### config.mk
export PLATFORM = sky130hd
export DESIGN_NAME = spwm_generator
export DESIGN_NICKNAME = d
export VERILOG_FILES = /design/src/verilog/spwm_pkg.sv /design/src/verilog/spwm_generator.sv
export SDC_FILE = /design/constraint.sdc
export NUM_CORES = 1
export LEC_CHECK = 0
export ABC_AREA = 1
export ABC_CLOCK_PERIOD_IN_PS = 6000
export CAP_MARGIN = 30
export CELL_PAD_IN_SITES_DETAIL_PLACEMENT = 0
export CELL_PAD_IN_SITES_GLOBAL_PLACEMENT = 2
export CORE_MARGIN = 3
export CORE_UTILIZATION = 38
export CTS_BUF_LIST = sky130_fd_sc_hd__clkbuf_4
export DETAILED_ROUTE_END_ITERATION = 8
export DONT_BUFFER_PORTS = 1
export GPL_TIMING_DRIVEN = 0
export PLACE_DENSITY = 0.82
export SLEW_MARGIN = 20
export SYNTH_ARGS = -nofsm -noshare
export SYNTH_HDL_FRONTEND = slang
export SYNTH_SLANG_ARGS = --single-unit
### constraint.sdc
create_clock -name clock -period 6 [get_ports clock]
set_input_delay 0.6 -clock clock [delete_from_list [all_inputs] [get_ports clock]]
set_output_delay 0.6 -clock clock [all_outputs]
set_load 0.02 [all_outputs]
### src/verilog/spwm_pkg.sv
package spwm_pkg;
    // ****************************************************************
    // register byte addresses
    // ****************************************************************
    localparam logic [7:0] ADDR_CTRL = 8'h00;     // module_control_reg
    localparam logic [7:0] ADDR_DUTYH = 8'h04;    // duty_high_buffer
    localparam logic [7:0] ADDR_DUTYACT = 8'h08;  // duty_active_reg
    localparam logic [7:0] ADDR_TSEL = 8'h0c;     // timer_select_reg
    localparam logic [7:0] ADDR_DIR = 8'h10;      // pin_direction_bit
    localparam logic [7:0] ADDR_PINSTAT = 8'h14;  // pin level and ownership
    localparam logic [7:0] ADDR_FLAGS = 8'h18;    // timer_match_flag per timer
    localparam logic [7:0] ADDR_TBASE = 8'h20;    // first timer block
    localparam logic [7:0] TSTRIDE = 8'h10;       // bytes per timer block
    localparam logic [7:0] OFS_TCTRL = 8'h00;     // timer_control_reg
    localparam logic [7:0] OFS_PERIOD = 8'h04;    // period_reg
    localparam logic [7:0] OFS_COUNT = 8'h08;     // timer_count
    // ****************************************************************
    // field positions
    // ****************************************************************
    localparam int CTRL_MODE_LSB = 0;     // mode field, 4 bits
    localparam int CTRL_DLOW_LSB = 4;     // duty_low_bits, 2 bits
    localparam int TCTRL_PS_LSB = 0;      // timer_prescale_sel, 2 bits
    localparam int TCTRL_RUN_BIT = 2;     // timer_run_bit
    localparam int TCTRL_POST_LSB = 3;    // postscale, 4 bits, stored only
    // ****************************************************************
    // reset values
    // ****************************************************************
    localparam logic [7:0] RST_CTRL = 8'h00;
    localparam logic [7:0] RST_DUTYH = 8'h00;
    localparam logic [9:0] RST_DUTYACT = 10'h000;
    localparam logic [1:0] RST_TSEL = 2'h0;
    localparam logic RST_DIR = 1'b1;      // pin is input after reset
    localparam logic [6:0] RST_TCTRL = 7'h00;
    localparam logic [7:0] RST_PERIOD = 8'hff;
    localparam logic [7:0] RST_COUNT = 8'h00;
    // ****************************************************************
    // prescaler: sub-counter end values, one timer tick per wrap
    // ****************************************************************
    localparam logic [5:0] SUB_END_PS1 = 6'h03;   // 4 clocks, 1:1
    localparam logic [5:0] SUB_END_PS4 = 6'h0f;   // 16 clocks, 1:4
    localparam logic [5:0] SUB_END_PS16 = 6'h3f;  // 64 clocks, 1:16
    localparam int NUM_TIMERS = 3;
    typedef enum logic [1:0] {PS_DIV1, PS_DIV4, PS_DIV16, PS_DIV16B} spwm_ps_t;
endpackage

### src/verilog/spwm_generator.sv
// The APB interface to the registers and the register offsets were left to the implementer.
module spwm_generator #(
    parameter logic [3:0] PWM_MODE = 4'hc  // mode code for standard pwm
) (
    input wire logic clock,
    input wire logic rst,
    input wire logic sleep,
    input wire logic psel,
    input wire logic penable,
    input wire logic pwrite,
    input wire logic [7:0] paddr,
    input wire logic [31:0] pwdata,
    output logic [31:0] prdata,
    output logic pready,
    output logic pslverr,
    output logic pwmOutPin,
    output logic pwmOutOe
);
    import spwm_pkg::*;

    // ****************************************************************
    // overview
    // ****************************************************************
    // apb slave with one wait state: setup, access, then pready for
    // one cycle; reads return the register in the low bits, upper
    // bits zero; unmapped offsets answer with pslverr and no effect
    // three timers, each with prescaler, count, period and flag;
    // a prescaler tick is a one-cycle enable, never a second clock
    // the 10-bit time base is the count above two prescaler bits,
    // so one time base step lasts one, four or sixteen clocks
    // the duty value is double buffered: software writes the
    // buffer, the active copy loads at a period start or, outside pwm, from the bus
    // the pin register falls at the edge where the time base
    // reaches the active duty, so high time is whole duty steps
    // hazard: a duty at or beyond the period length never meets
    // the time base, so the pin stays high through the period
    // limitation: timer select code three aliases the first timer
    // sleep freezes the timers and the pin, not the register bus

    // ****************************************************************
    // registers and state
    // ****************************************************************
    logic [7:0] moduleControlReg;           // mode and duty_low_bits
    logic [7:0] dutyHighBuffer;             // buffered duty, eight msbs
    logic [9:0] dutyActive;                 // duty_active_reg plus latch
    logic [1:0] timerSelect;                // timer_select
    logic pinDirectionBit;                  // high keeps driver off
    logic [6:0] timerControlReg [NUM_TIMERS];
    logic [7:0] periodReg [NUM_TIMERS];
    logic [7:0] timerCount [NUM_TIMERS];
    logic [5:0] subCount [NUM_TIMERS];      // prescaler and quarter count
    logic timerMatchFlag [NUM_TIMERS];
    logic periodStart [NUM_TIMERS];         // wrap event, comb
    logic [9:0] timeBase [NUM_TIMERS];      // 10-bit time base, comb
    logic timeStep [NUM_TIMERS]; // time base advances at this edge, comb
    logic pwmMode;                          // mode field is pwm
    logic access;                           // write/read takes effect
    logic wrEn;
    logic [31:0] next_prdata;
    logic next_pslverr;
    logic selStart;                         // selected timer period start
    logic [9:0] selBase;                    // selected time base
    logic selStep; // selected time base advances at this edge
    logic running;                          // pwm not frozen

    // mode decode and bus strobes
    assign pwmMode = (moduleControlReg[CTRL_MODE_LSB +: 4] == PWM_MODE);
    assign access = psel && penable && pready;
    assign wrEn = access && pwrite;
    assign running = pwmMode && !sleep;

    // ****************************************************************
    // apb handshake: one wait state, answer from flops
    // ****************************************************************
    // pready rises in the second access cycle, then drops
    always_ff @(posedge clock) begin
        if (rst) begin
            // no answer pending after reset
            pready <= 1'b0;
        end else begin
            // high in the cycle after penable rises, low again after
            pready <= psel && penable && !pready;
        end
    end

    // read data and error captured together with pready
    always_ff @(posedge clock) begin
        if (rst) begin
            prdata <= 32'h0000_0000;
            pslverr <= 1'b0;
        end else if (psel && penable && !pready) begin
            // latch the answer so it stands beside pready
            // writes answer with zero data
            prdata <= pwrite ? 32'h0000_0000 : next_prdata;
            pslverr <= next_pslverr;
        end else begin
            // error stands only beside pready
            pslverr <= 1'b0;
        end
    end

    // read mux and decode of unmapped addresses
    always_comb begin
        next_prdata = 32'h0000_0000;
        next_pslverr = 1'b0;
        case (paddr)
            ADDR_CTRL: begin
                next_prdata[7:0] = moduleControlReg;
            end
            ADDR_DUTYH: begin
                next_prdata[7:0] = dutyHighBuffer;
            end
            ADDR_DUTYACT: begin
                next_prdata[9:0] = dutyActive;
            end
            ADDR_TSEL: begin
                next_prdata[1:0] = timerSelect;
            end
            ADDR_DIR: begin
                next_prdata[0] = pinDirectionBit;
            end
            ADDR_PINSTAT: begin
                next_prdata[1:0] = {pwmOutOe, pwmOutPin};
            end
            ADDR_FLAGS: begin
                next_prdata[2:0] = {timerMatchFlag[2], timerMatchFlag[1], timerMatchFlag[0]};
            end
            default: begin
                // timer blocks decode here, anything else is an error
                next_pslverr = 1'b1;
                // a hit on any timer register clears the error
                for (int i = 0; i < NUM_TIMERS; i++) begin
                    if (paddr == ADDR_TBASE + 8'(i) * TSTRIDE + OFS_TCTRL) begin
                        next_prdata[6:0] = timerControlReg[i];
                        next_pslverr = 1'b0;
                    end
                    if (paddr == ADDR_TBASE + 8'(i) * TSTRIDE + OFS_PERIOD) begin
                        next_prdata[7:0] = periodReg[i];
                        next_pslverr = 1'b0;
                    end
                    if (paddr == ADDR_TBASE + 8'(i) * TSTRIDE + OFS_COUNT) begin
                        next_prdata[7:0] = timerCount[i];
                        next_pslverr = 1'b0;
                    end
                end
            end
        endcase
    end

    // ****************************************************************
    // module registers
    // ****************************************************************
    // control, duty buffer, timer select, direction
    always_ff @(posedge clock) begin
        if (rst) begin
            // defaults; the direction bit leaves the pin as input
            moduleControlReg <= RST_CTRL;
            dutyHighBuffer <= RST_DUTYH;
            timerSelect <= RST_TSEL;
            pinDirectionBit <= RST_DIR;
        end else if (wrEn) begin
            // duty fields accepted at any time, used at next start
            case (paddr)
                ADDR_CTRL: moduleControlReg <= pwdata[7:0];
                ADDR_DUTYH: dutyHighBuffer <= pwdata[7:0];
                ADDR_TSEL: timerSelect <= pwdata[1:0];
                ADDR_DIR: pinDirectionBit <= pwdata[0];
                default: begin
                    // other offsets are kept by their own processes
                end
            endcase
        end
    end

    // ****************************************************************
    // timers: prescaler, count, period match, flag
    // ****************************************************************
    for (genvar t = 0; t < NUM_TIMERS; t++) begin : g_timer
        localparam logic [7:0] BASE = ADDR_TBASE + 8'(t) * TSTRIDE;
        spwm_ps_t ps;
        logic [5:0] subEnd;
        logic tick;
        logic flagClr;
        logic stepNow; // last clock of a time base step

        assign ps = spwm_ps_t'(timerControlReg[t][TCTRL_PS_LSB +: 2]);

        // prescale end value; postscale bits not used here
        always_comb begin
            case (ps)
                PS_DIV1: subEnd = SUB_END_PS1;
                PS_DIV4: subEnd = SUB_END_PS4;
                default: subEnd = SUB_END_PS16;
            endcase
        end

        // sleep stops the timer, count is kept
        assign tick = timerControlReg[t][TCTRL_RUN_BIT] && !sleep && (subCount[t] == subEnd);
        assign periodStart[t] = tick && (timerCount[t] == periodReg[t]);
        assign flagClr = wrEn && (paddr == ADDR_FLAGS) && pwdata[t];

        // low two bits follow the prescale choice
        always_comb begin
            case (ps)
                PS_DIV1: timeBase[t] = {timerCount[t], subCount[t][1:0]};
                PS_DIV4: timeBase[t] = {timerCount[t], subCount[t][3:2]};
                default: timeBase[t] = {timerCount[t], subCount[t][5:4]};
            endcase
        end

        // the bits below the time base are all ones on its last clock
        always_comb begin
            case (ps)
                PS_DIV1: stepNow = 1'b1;
                PS_DIV4: stepNow = (subCount[t][1:0] == 2'h3);
                default: stepNow = (subCount[t][3:0] == 4'hf);
            endcase
        end

        // a stopped or sleeping timer never steps
        assign timeStep[t] = stepNow && timerControlReg[t][TCTRL_RUN_BIT] && !sleep;

        // timer control and period registers
        always_ff @(posedge clock) begin
            if (rst) begin
                timerControlReg[t] <= RST_TCTRL;
                periodReg[t] <= RST_PERIOD;
            end else if (wrEn && paddr == BASE + OFS_TCTRL) begin
                // postscale bits are kept for software only
                timerControlReg[t] <= pwdata[6:0];
            end else if (wrEn && paddr == BASE + OFS_PERIOD) begin
                periodReg[t] <= pwdata[7:0];
            end
        end

        // prescaler counts system clocks, four per tick at 1:1
        always_ff @(posedge clock) begin
            if (rst) begin
                subCount[t] <= 6'h00;
            end else if (wrEn && (paddr == BASE + OFS_TCTRL || paddr == BASE + OFS_COUNT)) begin
                // a new setting or count restarts the step
                subCount[t] <= 6'h00;
            end else if (timerControlReg[t][TCTRL_RUN_BIT] && !sleep) begin
                // counts only while running and awake
                subCount[t] <= (subCount[t] >= subEnd) ? 6'h00 : subCount[t] + 6'h01;
            end
        end

        // count wraps to zero one tick after reaching period
        always_ff @(posedge clock) begin
            if (rst) begin
                timerCount[t] <= RST_COUNT;
            end else if (wrEn && paddr == BASE + OFS_COUNT) begin
                // software load of the count
                timerCount[t] <= pwdata[7:0];
            end else if (periodStart[t]) begin
                // match with the period: wrap and start a new period
                timerCount[t] <= 8'h00;
            end else if (tick) begin
                // one step per prescaled tick
                timerCount[t] <= timerCount[t] + 8'h01;
            end
        end

        // match flag: a match in the clear cycle wins
        always_ff @(posedge clock) begin
            if (rst) begin
                timerMatchFlag[t] <= 1'b0;
            end else if (periodStart[t]) begin
                timerMatchFlag[t] <= 1'b1;
            end else if (flagClr) begin
                // software writes one to clear
                timerMatchFlag[t] <= 1'b0;
            end
        end
    end

    // ****************************************************************
    // timer selection
    // ****************************************************************
    // select code 3 falls back to the first timer
    always_comb begin
        case (timerSelect)
            2'h1: begin
                selStart = periodStart[1];
                selBase = timeBase[1];
                selStep = timeStep[1];
            end
            2'h2: begin
                selStart = periodStart[2];
                selBase = timeBase[2];
                selStep = timeStep[2];
            end
            default: begin
                // codes zero and three both take the first timer
                selStart = periodStart[0];
                selBase = timeBase[0];
                selStep = timeStep[0];
            end
        endcase
    end

    // ****************************************************************
    // duty double buffer
    // ****************************************************************
    // active duty loads at period start; bus writes only outside pwm
    always_ff @(posedge clock) begin
        if (rst) begin
            dutyActive <= RST_DUTYACT;
        end else if (running && selStart) begin
            // period start takes the buffered duty
            dutyActive <= {dutyHighBuffer, moduleControlReg[CTRL_DLOW_LSB +: 2]};
        end else if (wrEn && paddr == ADDR_DUTYACT && !pwmMode) begin
            // outside pwm software may load the eight msbs
            dutyActive <= {pwdata[7:0], dutyActive[1:0]};
        end
    end

    // ****************************************************************
    // waveform
    // ****************************************************************
    // set at start unless duty zero, cleared when time base meets
    // the active duty; a duty past the period never meets, so the
    // level holds; resolution is whatever the period allows
    // the fall is timed to the last clock of the step before the duty
    always_ff @(posedge clock) begin
        if (rst) begin
            pwmOutPin <= 1'b0;
        end else if (!pwmMode) begin
            // leaving pwm mode parks the pin low
            pwmOutPin <= 1'b0;
        end else if (sleep) begin
            // asleep the driven level is held
            pwmOutPin <= pwmOutPin;
        end else if (selStart) begin
            // new period: high unless the new duty is zero
            pwmOutPin <= ({dutyHighBuffer, moduleControlReg[CTRL_DLOW_LSB +: 2]} != 10'h000);
        end else if (selStep && selBase + 10'h001 == dutyActive) begin
            // low from the edge where the time base reaches the duty
            pwmOutPin <= 1'b0;
        end
    end

    // driver on only in pwm mode with direction cleared
    always_ff @(posedge clock) begin
        if (rst) begin
            pwmOutOe <= 1'b0;
        end else begin
            // high only while pwm mode owns the pin and direction is clear
            pwmOutOe <= pwmMode && !pinDirectionBit;
        end
    end
endmodule

==> qor.csv, run 1 <==
stage,metric,value,unit
sta,setup_violations,0,
cells_and_area,area_growth,8.52,%
yosys,synthesis.area,8460,µm²
placed_design,place_inst,1380,
cts,clk_pin_slew,0.13,ns
cts,cts_tree,done,
sta,whs,0.263,ns
worst_setup_path,max_stage_delay,0.68,ns
hold_path,min_from,pwdata[7],
sta,setup_ws,3.03,ns
yosys,synth_edf_count,90,
yosys,seq_area_frac_synth,42.1,%
worst_setup_path,crit_required,6.32,ns
drt,ant_nets,0,
sta,rsz0062_at_grt,no,
cells_and_area,fillers,2274,
floorplan,die_area,24100,µm²
sta,setup_tns,0,ns
outcome,outcome,completed,
cts,cts_htree_levels,4,
placed_design,dpl.hpwl,21.6,mm
worst_setup_path,path_cells,inv_1 > nor3_4 > inv_2 > o21ai_0 > a21oi_1 > o211ai_1 > nor3_1,
grt,grt_max_degree,17,
worst_setup_path,cp_data_arrival_time,3.29,ns
grt,grt_pass1_vias,6984,
placed_design,pre_cts_slack,2.81,ns
worst_setup_path,crit_path_end_kind,register,
cts,clock_latency,0.57,ns
grt,gr-usage-all-layers,23.8,%
cts,postCtsHoldBufs,0,
floorplan,die_w,155,µm
power,pwr_density_cell,196,nW/µm²
cells_and_area,instances_no_fill,1415,
worst_setup_path,cp-start-kind,register,
run,maxCapViolations,0,
drt,dr.pass1.iters,8,
worst_setup_path,crit_path_max_fanout,9,
drt,wl,28.4,mm
drt,first_iter_violations,731,
grt,grt_pass1_wl,43.1,mm
power,leakagePower,3.72,nW
cts,cts_setup_buffers,0,
placed_design,place.gp.congestion,0.857,
sta,worst_pin_slew,1.02,ns
drt,drc_errors,0,
worst_setup_path,path_delay_family,compound AO/OA/AOI/OAI gates,
sta,fin_crit,2.97,ns
floorplan,die-height,155,µm
worst_setup_path,path_buf_inv,2,
placed_design,portBuffers,0,
sta,clock.fmax,337,MHz
drt,vias_per_cell,5.28,
floorplan,initial_core_util,39.5,%
cts,cts_buffer_depth,2,
grt,grt.overflow.total,0,
drt,wl_per_cell,20.1,µm
yosys,postSynthCellCount,1081,
drt,vias,7478,
sta,drv_slew,0,
grt,antenna_found_initial,1,
yosys,yosysWarningCount,0,
floorplan,core_area,21400,µm²
yosys,ys_async_sr_fraction,0,%
cts,cts_made_buffers,17,
cts,clock_sinks,133,
cts,cts-root-buf,clkbuf_4,
sta,maxSlewHeadroom,32.0,%
cells_and_area,num-nets-final,1192,
worst_setup_path,worst_path_max_delay_cell,o21ai_0,
sta,fin_crit_sh,49.4,%
floorplan,boundaryPins,82,
sta,skew,0.0251,ns
worst_setup_path,critPathKind,register to register,
yosys,synth_cell_type_count,59,
worst_setup_path,crit_start,pready$_SDFF_PP0_,
worst_setup_path,regToRegStartpoint,pready$_SDFF_PP0_,
cells_and_area,drive_above_1_share,12.1,%
sta,hold_violations,0,
yosys,postSynthAreaPerCell,7.83,µm²
floorplan,num_rows,53,
cts,post_cts_resized,0,
power,totalPowerFinal,1.80,mW
hold_path,hp-class,primary input to register,
yosys,ys.flop_type,edfxtp_1,
power,max-vdd-ir-drop,97.5,µV
yosys,synth-seq-cells,133,
## metrics by stage
step | utilization [%] | cell area (µm²)
after global routing | 42.9 | 9180
after CTS | 42.8 | 9170
after floorplan | - | 8540
after detailed placement | 41.6 | 8900
final | 42.9 | 9180
after global placement | 41.5 | 8880
## path summary, 6_finish.rpt
check	end	cells after the start	slack [ns]
worst min-delay path	dutyActive[9]$_SDFFE_PP0P_	4	0.26
worst min register to register	pwmOutOe$_SDFF_PP0_	1	0.46
worst max-delay path	subCount[1][2]$_SDFFCE_PP0P_	7	3.03
worst max register to register	subCount[1][2]$_SDFFCE_PP0P_	7	3.03
## layer usage
| layer | vias to the layer above | track usage (%) | wire length [µm] |
|---|---|---|---|
| met5 | - | 0 | 0 |
| li1 | 3671 | - | - |
| met4 | 0 | 6.17 | 571 |
| met2 | 274 | 36.0 | 12600 |
| met3 | 37 | 4.26 | 1950 |
| met1 | 3496 | 35.2 | 13300 |
## logic make-up (layout without fill, tap and decap cells)
logic type      Yosys count  count (layout)  share of synthesized area, %
compound gates          174             174                          12.1
xor+xnor                 41              41                          4.24
fa+ha+maj                21              21                          3.11
buf+inv                 177             213                          9.40
flops                   133             133                          42.1
other cells               1              24                        0.0443
simple gates            534             534                          29.0
## flip-flops by register name, indices dropped and copies added (netlist names)
signal,count
periodReg,24
pready,1
dutyHighBuffer,8
prdata,10
subCount,18
timerSelect,2
timerCount,24
timerControlReg,21
pwmOutOe,1
pwmOutPin,1
moduleControlReg,8
timerMatchFlag,3
dutyActive,10
pinDirectionBit,1
pslverr,1
## cell usage in the layout, fill, tap and decap left out, drive strengths merged, types with 25 or more instances in the layout
cell and instances:
dfxtp 43, xor2 37, inv 131, nor2 145, nand2 262, a21oi 64, o21ai 51, clkbuf 28
edfxtp 90, nand3 75, o22ai 25, buf 39
## cells in the mapped netlist (3+ instances only)
cell	count	area share (%)
inv_1	99	4.4
nand2_1	251	11
nor3_1	8	0.47
a2111oi_0	3	0.31
buf_2	5	0.30
o21ai_1	18	1.1
o22ai_1	25	1.8
o211ai_1	7	0.62
o21bai_1	4	0.35
nor3_4	4	0.77
nand2_2	7	0.52
nor3b_1	3	0.27
o21ai_0	31	1.8
nand4_1	19	1.4
nand3_1	73	4.3
clkbuf_1	10	0.44
inv_2	26	1.2
xnor2_1	4	0.41
nor2_8	3	0.71
a211oi_1	3	0.27
clkinv_1	5	0.22
nor2_1	132	5.9
dfxtp_1	43	10
nor3_2	4	0.47
ha_1	21	3.1
or2_1	3	0.22
a41oi_1	3	0.31
nor2_2	6	0.44
xor2_1	37	3.8
nand2_4	4	0.53
o32ai_1	3	0.31
nor2_4	4	0.53
edfxtp_1	90	32
a21oi_1	64	3.8
buf_4	26	2.3
buf_6	3	0.40
## worst min-delay path, delay by kind of cell
family | cells | cell delay [ns]
AND/OR/NAND/NOR | 4 | 0.20
## cell type report
class | instances | area, µm² | area share, %
flip-flops and latches | 133 | 3560 | 38.8
clock buffers | 18 | 135 | 1.47
plain buffers | 45 | 295 | 3.22
well taps | 275 | 344 | 3.75
multi-input cells | 792 | 4180 | 45.5
inverters | 132 | 500 | 5.45
diodes | 2 | 5.00 | 0.0545
repair buffers | 4 | 22.5 | 0.245
clock inverters | 14 | 135 | 1.47
## power by group
part           switching, mW  internal [mW]
Clock                  0.367          0.249
Sequential            0.0247          0.995
Combinational          0.120         0.0462
Note: power is estimated with default switching activity, not from simulation.
==> inputs of run 2 (changes only) <==
--- a/config.mk
+++ b/config.mk
@@ -6,17 +6,17 @@
 export NUM_CORES = 1
 export LEC_CHECK = 0
 export ABC_AREA = 1
-export ABC_CLOCK_PERIOD_IN_PS = 6000
+export ABC_CLOCK_PERIOD_IN_PS = 2630
 export CAP_MARGIN = 30
 export CELL_PAD_IN_SITES_DETAIL_PLACEMENT = 0
 export CELL_PAD_IN_SITES_GLOBAL_PLACEMENT = 2
 export CORE_MARGIN = 3
-export CORE_UTILIZATION = 38
+export CORE_UTILIZATION = 35
 export CTS_BUF_LIST = sky130_fd_sc_hd__clkbuf_4
 export DETAILED_ROUTE_END_ITERATION = 8
 export DONT_BUFFER_PORTS = 1
 export GPL_TIMING_DRIVEN = 0
-export PLACE_DENSITY = 0.82
+export PLACE_DENSITY = 0.8
 export SLEW_MARGIN = 20
 export SYNTH_ARGS = -nofsm -noshare
 export SYNTH_HDL_FRONTEND = slang
==> constraint.sdc (replaced) <==
create_clock -name clock -period 2.63 [get_ports clock]
set_input_delay 0.263 -clock clock [delete_from_list [all_inputs] [get_ports clock]]
set_output_delay 0.263 -clock clock [all_outputs]
set_load 0.02 [all_outputs]
==> run 2 against run 1 <==
Effect of this change:
- cell area rose by 6.7%
- clock skew rose by 0.0037 ns
- utilization is 1.4 points lower
- power grew to 2.6 times the previous value
- global-route usage down 1.2 points
- flip-flop and latch count stayed put
- hold slack worse by 0.23 ns
- count of clock-buffer cells in the layout is the same
- critical endpoint is now pwmOutPin$_SDFFE_PP0P_
- sequential share of layout area shrank 2.4 points
- clock power grew to 3.0 times the previous value
- die area rose by 8.2%
==> qor.csv, run 2 (synthesis gave the netlist of run 1 again) <==
stage,metric,value,unit
outcome,outcome,completed,
cts,clock_sinks,133,
sta,maxSlewHeadroom,32.1,%
hold_path,hp-class,primary input to register,
sta,setup_violations,0,
worst_setup_path,r2r_cells,21,
run,maxCapViolations,0,
power,max-vdd-ir-drop,258,µV
floorplan,die-height,161,µm
power,combPwrFrac,9.2,%
power,leakagePower,3.93,nW
drt,wl,29.3,mm
floorplan,initial_core_util,35.8,%
sta,fin_crit_sh,98.3,%
worst_setup_path,crit_path_max_fanout,10,
cts,cts-root-buf,clkbuf_4,
grt,antenna_found_initial,1,
power,clock_power_share,40.4,%
floorplan,boundaryPins,82,
grt,gr-usage-all-layers,22.6,%
worst_setup_path,critPathKind,register to register,
placed_design,dpl.hpwl,21.9,mm
cells_and_area,layout.cells.most_common_list,"nand2_1, nor2_1, inv_1, edfxtp_1, nand3_1",
floorplan,num_rows,56,
worst_setup_path,cp-start-kind,register,
placed_design,place.gp.congestion,0.889,
power,seqPwrFrac,50.4,%
worst_setup_path,crit_path_end_kind,register,
grt,grt_max_degree,17,
sta,whs,0.0294,ns
cells_and_area,register_area,3570,µm²
cts,cts_htree_levels,4,
cells_and_area,drive_above_1_share,16.2,%
cells_and_area,final_common_cell,nand2_1,
drt,first_iter_violations,679,
cells_and_area,instances_no_fill,1488,
cells_and_area,area_growth,15.8,%
drt,wl_per_cell,19.7,µm
sta,worst_pin_slew,1.02,ns
power,power.switching,1.25,mW
drt,vias_per_cell,5.16,
worst_setup_path,crit_required,3.11,ns
worst_setup_path,cp_data_arrival_time,3.06,ns
power,totalPowerFinal,4.62,mW
drt,dr.pass1.iters,7,
floorplan,die_area,26100,µm²
floorplan,die_w,161,µm
sta,rsz0062_at_grt,yes,
power,pwr_density_cell,471,nW/µm²
sta,fin_crit,2.59,ns
sta,skew,0.0289,ns
cts,cts_made_buffers,17,
grt,grt.overflow.total,0,
grt,grt_pass1_wl,44.4,mm
cts,cts_buffer_depth,2,
cts,clk_pin_slew,0.14,ns
placed_design,portBuffers,0,
placed_design,place_inst,1424,
cts,cts_tree,done,
power,sw_frac_of_total,27.1,%
sta,clock.fmax,387,MHz
cells_and_area,top_regs,"periodReg: 24 flops, timerCount: 24 flops, timerControlReg: 21 flops",
cells_and_area,fillers,2533,
grt,grt_pass1_vias,7270,
sta,drv_slew,0,
drt,ant_nets,0,
floorplan,core_area,23600,µm²
cts,clock_latency,0.59,ns
sta,hold_violations,0,
cells_and_area,multiInputGateArea,4350,µm²
hold_path,worstHoldPathCells,3,
power,p_int,3.37,mW
drt,drc_errors,0,
cells_and_area,num-nets-final,1222,
drt,vias,7674,
## run 2: cell type report
| class | count | area share, % |
|---|---|---|
| Antenna cell | 1 | 0.0255 |
| Buffer | 43 | 2.90 |
| Clock buffer | 18 | 1.38 |
| Clock inverter | 14 | 2.53 |
| Inverter | 132 | 5.16 |
| Multi-Input combinational cell | 792 | 44.4 |
| Sequential cell | 133 | 36.4 |
| Tap cell | 319 | 4.07 |
| Timing Repair Buffer | 36 | 3.09 |
## run 2: what timing repair did
item / CTS / global route
gates resized for setup: 22 / 30
setup buffers: 10 / 11
setup endpoints to repair: 74 / 11
hold buffers: 10 / 1
hold endpoints to repair: 20 / 1
pin swaps: 7 / 12
## run 2: power by group through the flow
stage	clock network (mW)	registers (mW)	logic (mW)
after floorplan	0	2.35	0.268
after detailed placement	0	2.37	0.373
after global routing	1.96	2.33	0.462
after global placement	0	2.37	0.370
after CTS	1.89	2.33	0.403
final	1.87	2.33	0.425
## run 2: critical path, stage by stage, from the launching register on
cell,delay [ns]
dfxtp_2,0.36
buf_4,0.14
ha_4,0.18
buf_4,0.19
nand2_2,0.11
nand3_4,0.10
nand2_2,0.09
inv_1,0.07
ha_4,0.26
nor2_1,0.04
nor2_1,0.08
nand2_1,0.08
a21oi_2,0.11
nand3_1,0.10
nor2_2,0.11
nand3_2,0.08
nor2_2,0.09
nand2_1,0.05
nor2_1,0.08
nand2_1,0.07
nand2_1,0.06
a21oi_1,0.05
## run 2: path summary, 6_finish.rpt
kind	from	endpoint	slack, ns
min	paddr[3]	pinDirectionBit$_SDFFE_PP1P_	0.03
min reg2reg	pinDirectionBit$_SDFFE_PP1P_	pwmOutOe$_SDFF_PP0_	0.47
max reg2reg	timerSelect[0]$_SDFFE_PP0P_	pwmOutPin$_SDFFE_PP0P_	0.04
max	timerSelect[0]$_SDFFE_PP0P_	pwmOutPin$_SDFFE_PP0P_	0.04
## run 2: metal layers
layer  up-vias  share of wire [%]  global-route usage, %
met5         -                  0                      0
met4         0                1.4                   5.28
met3        32                6.9                   3.95
met2       250                 45                   35.0
met1      3659                 47                   32.9
li1       3733                  -                      -
## run 2: metrics by stage
step                cell area (µm²)  TNS (ns)  util (%)  setup WS [ns]
floorplan                      8540         0         -          0.162
global placement               8940    -23.84      37.9         -0.664
detailed placement             8960    -10.89      37.9         -0.451
CTS                            9620         0      40.7        0.00108
global route                   9800    -0.140      41.5         -0.140
finish                         9800         0      41.5         0.0448
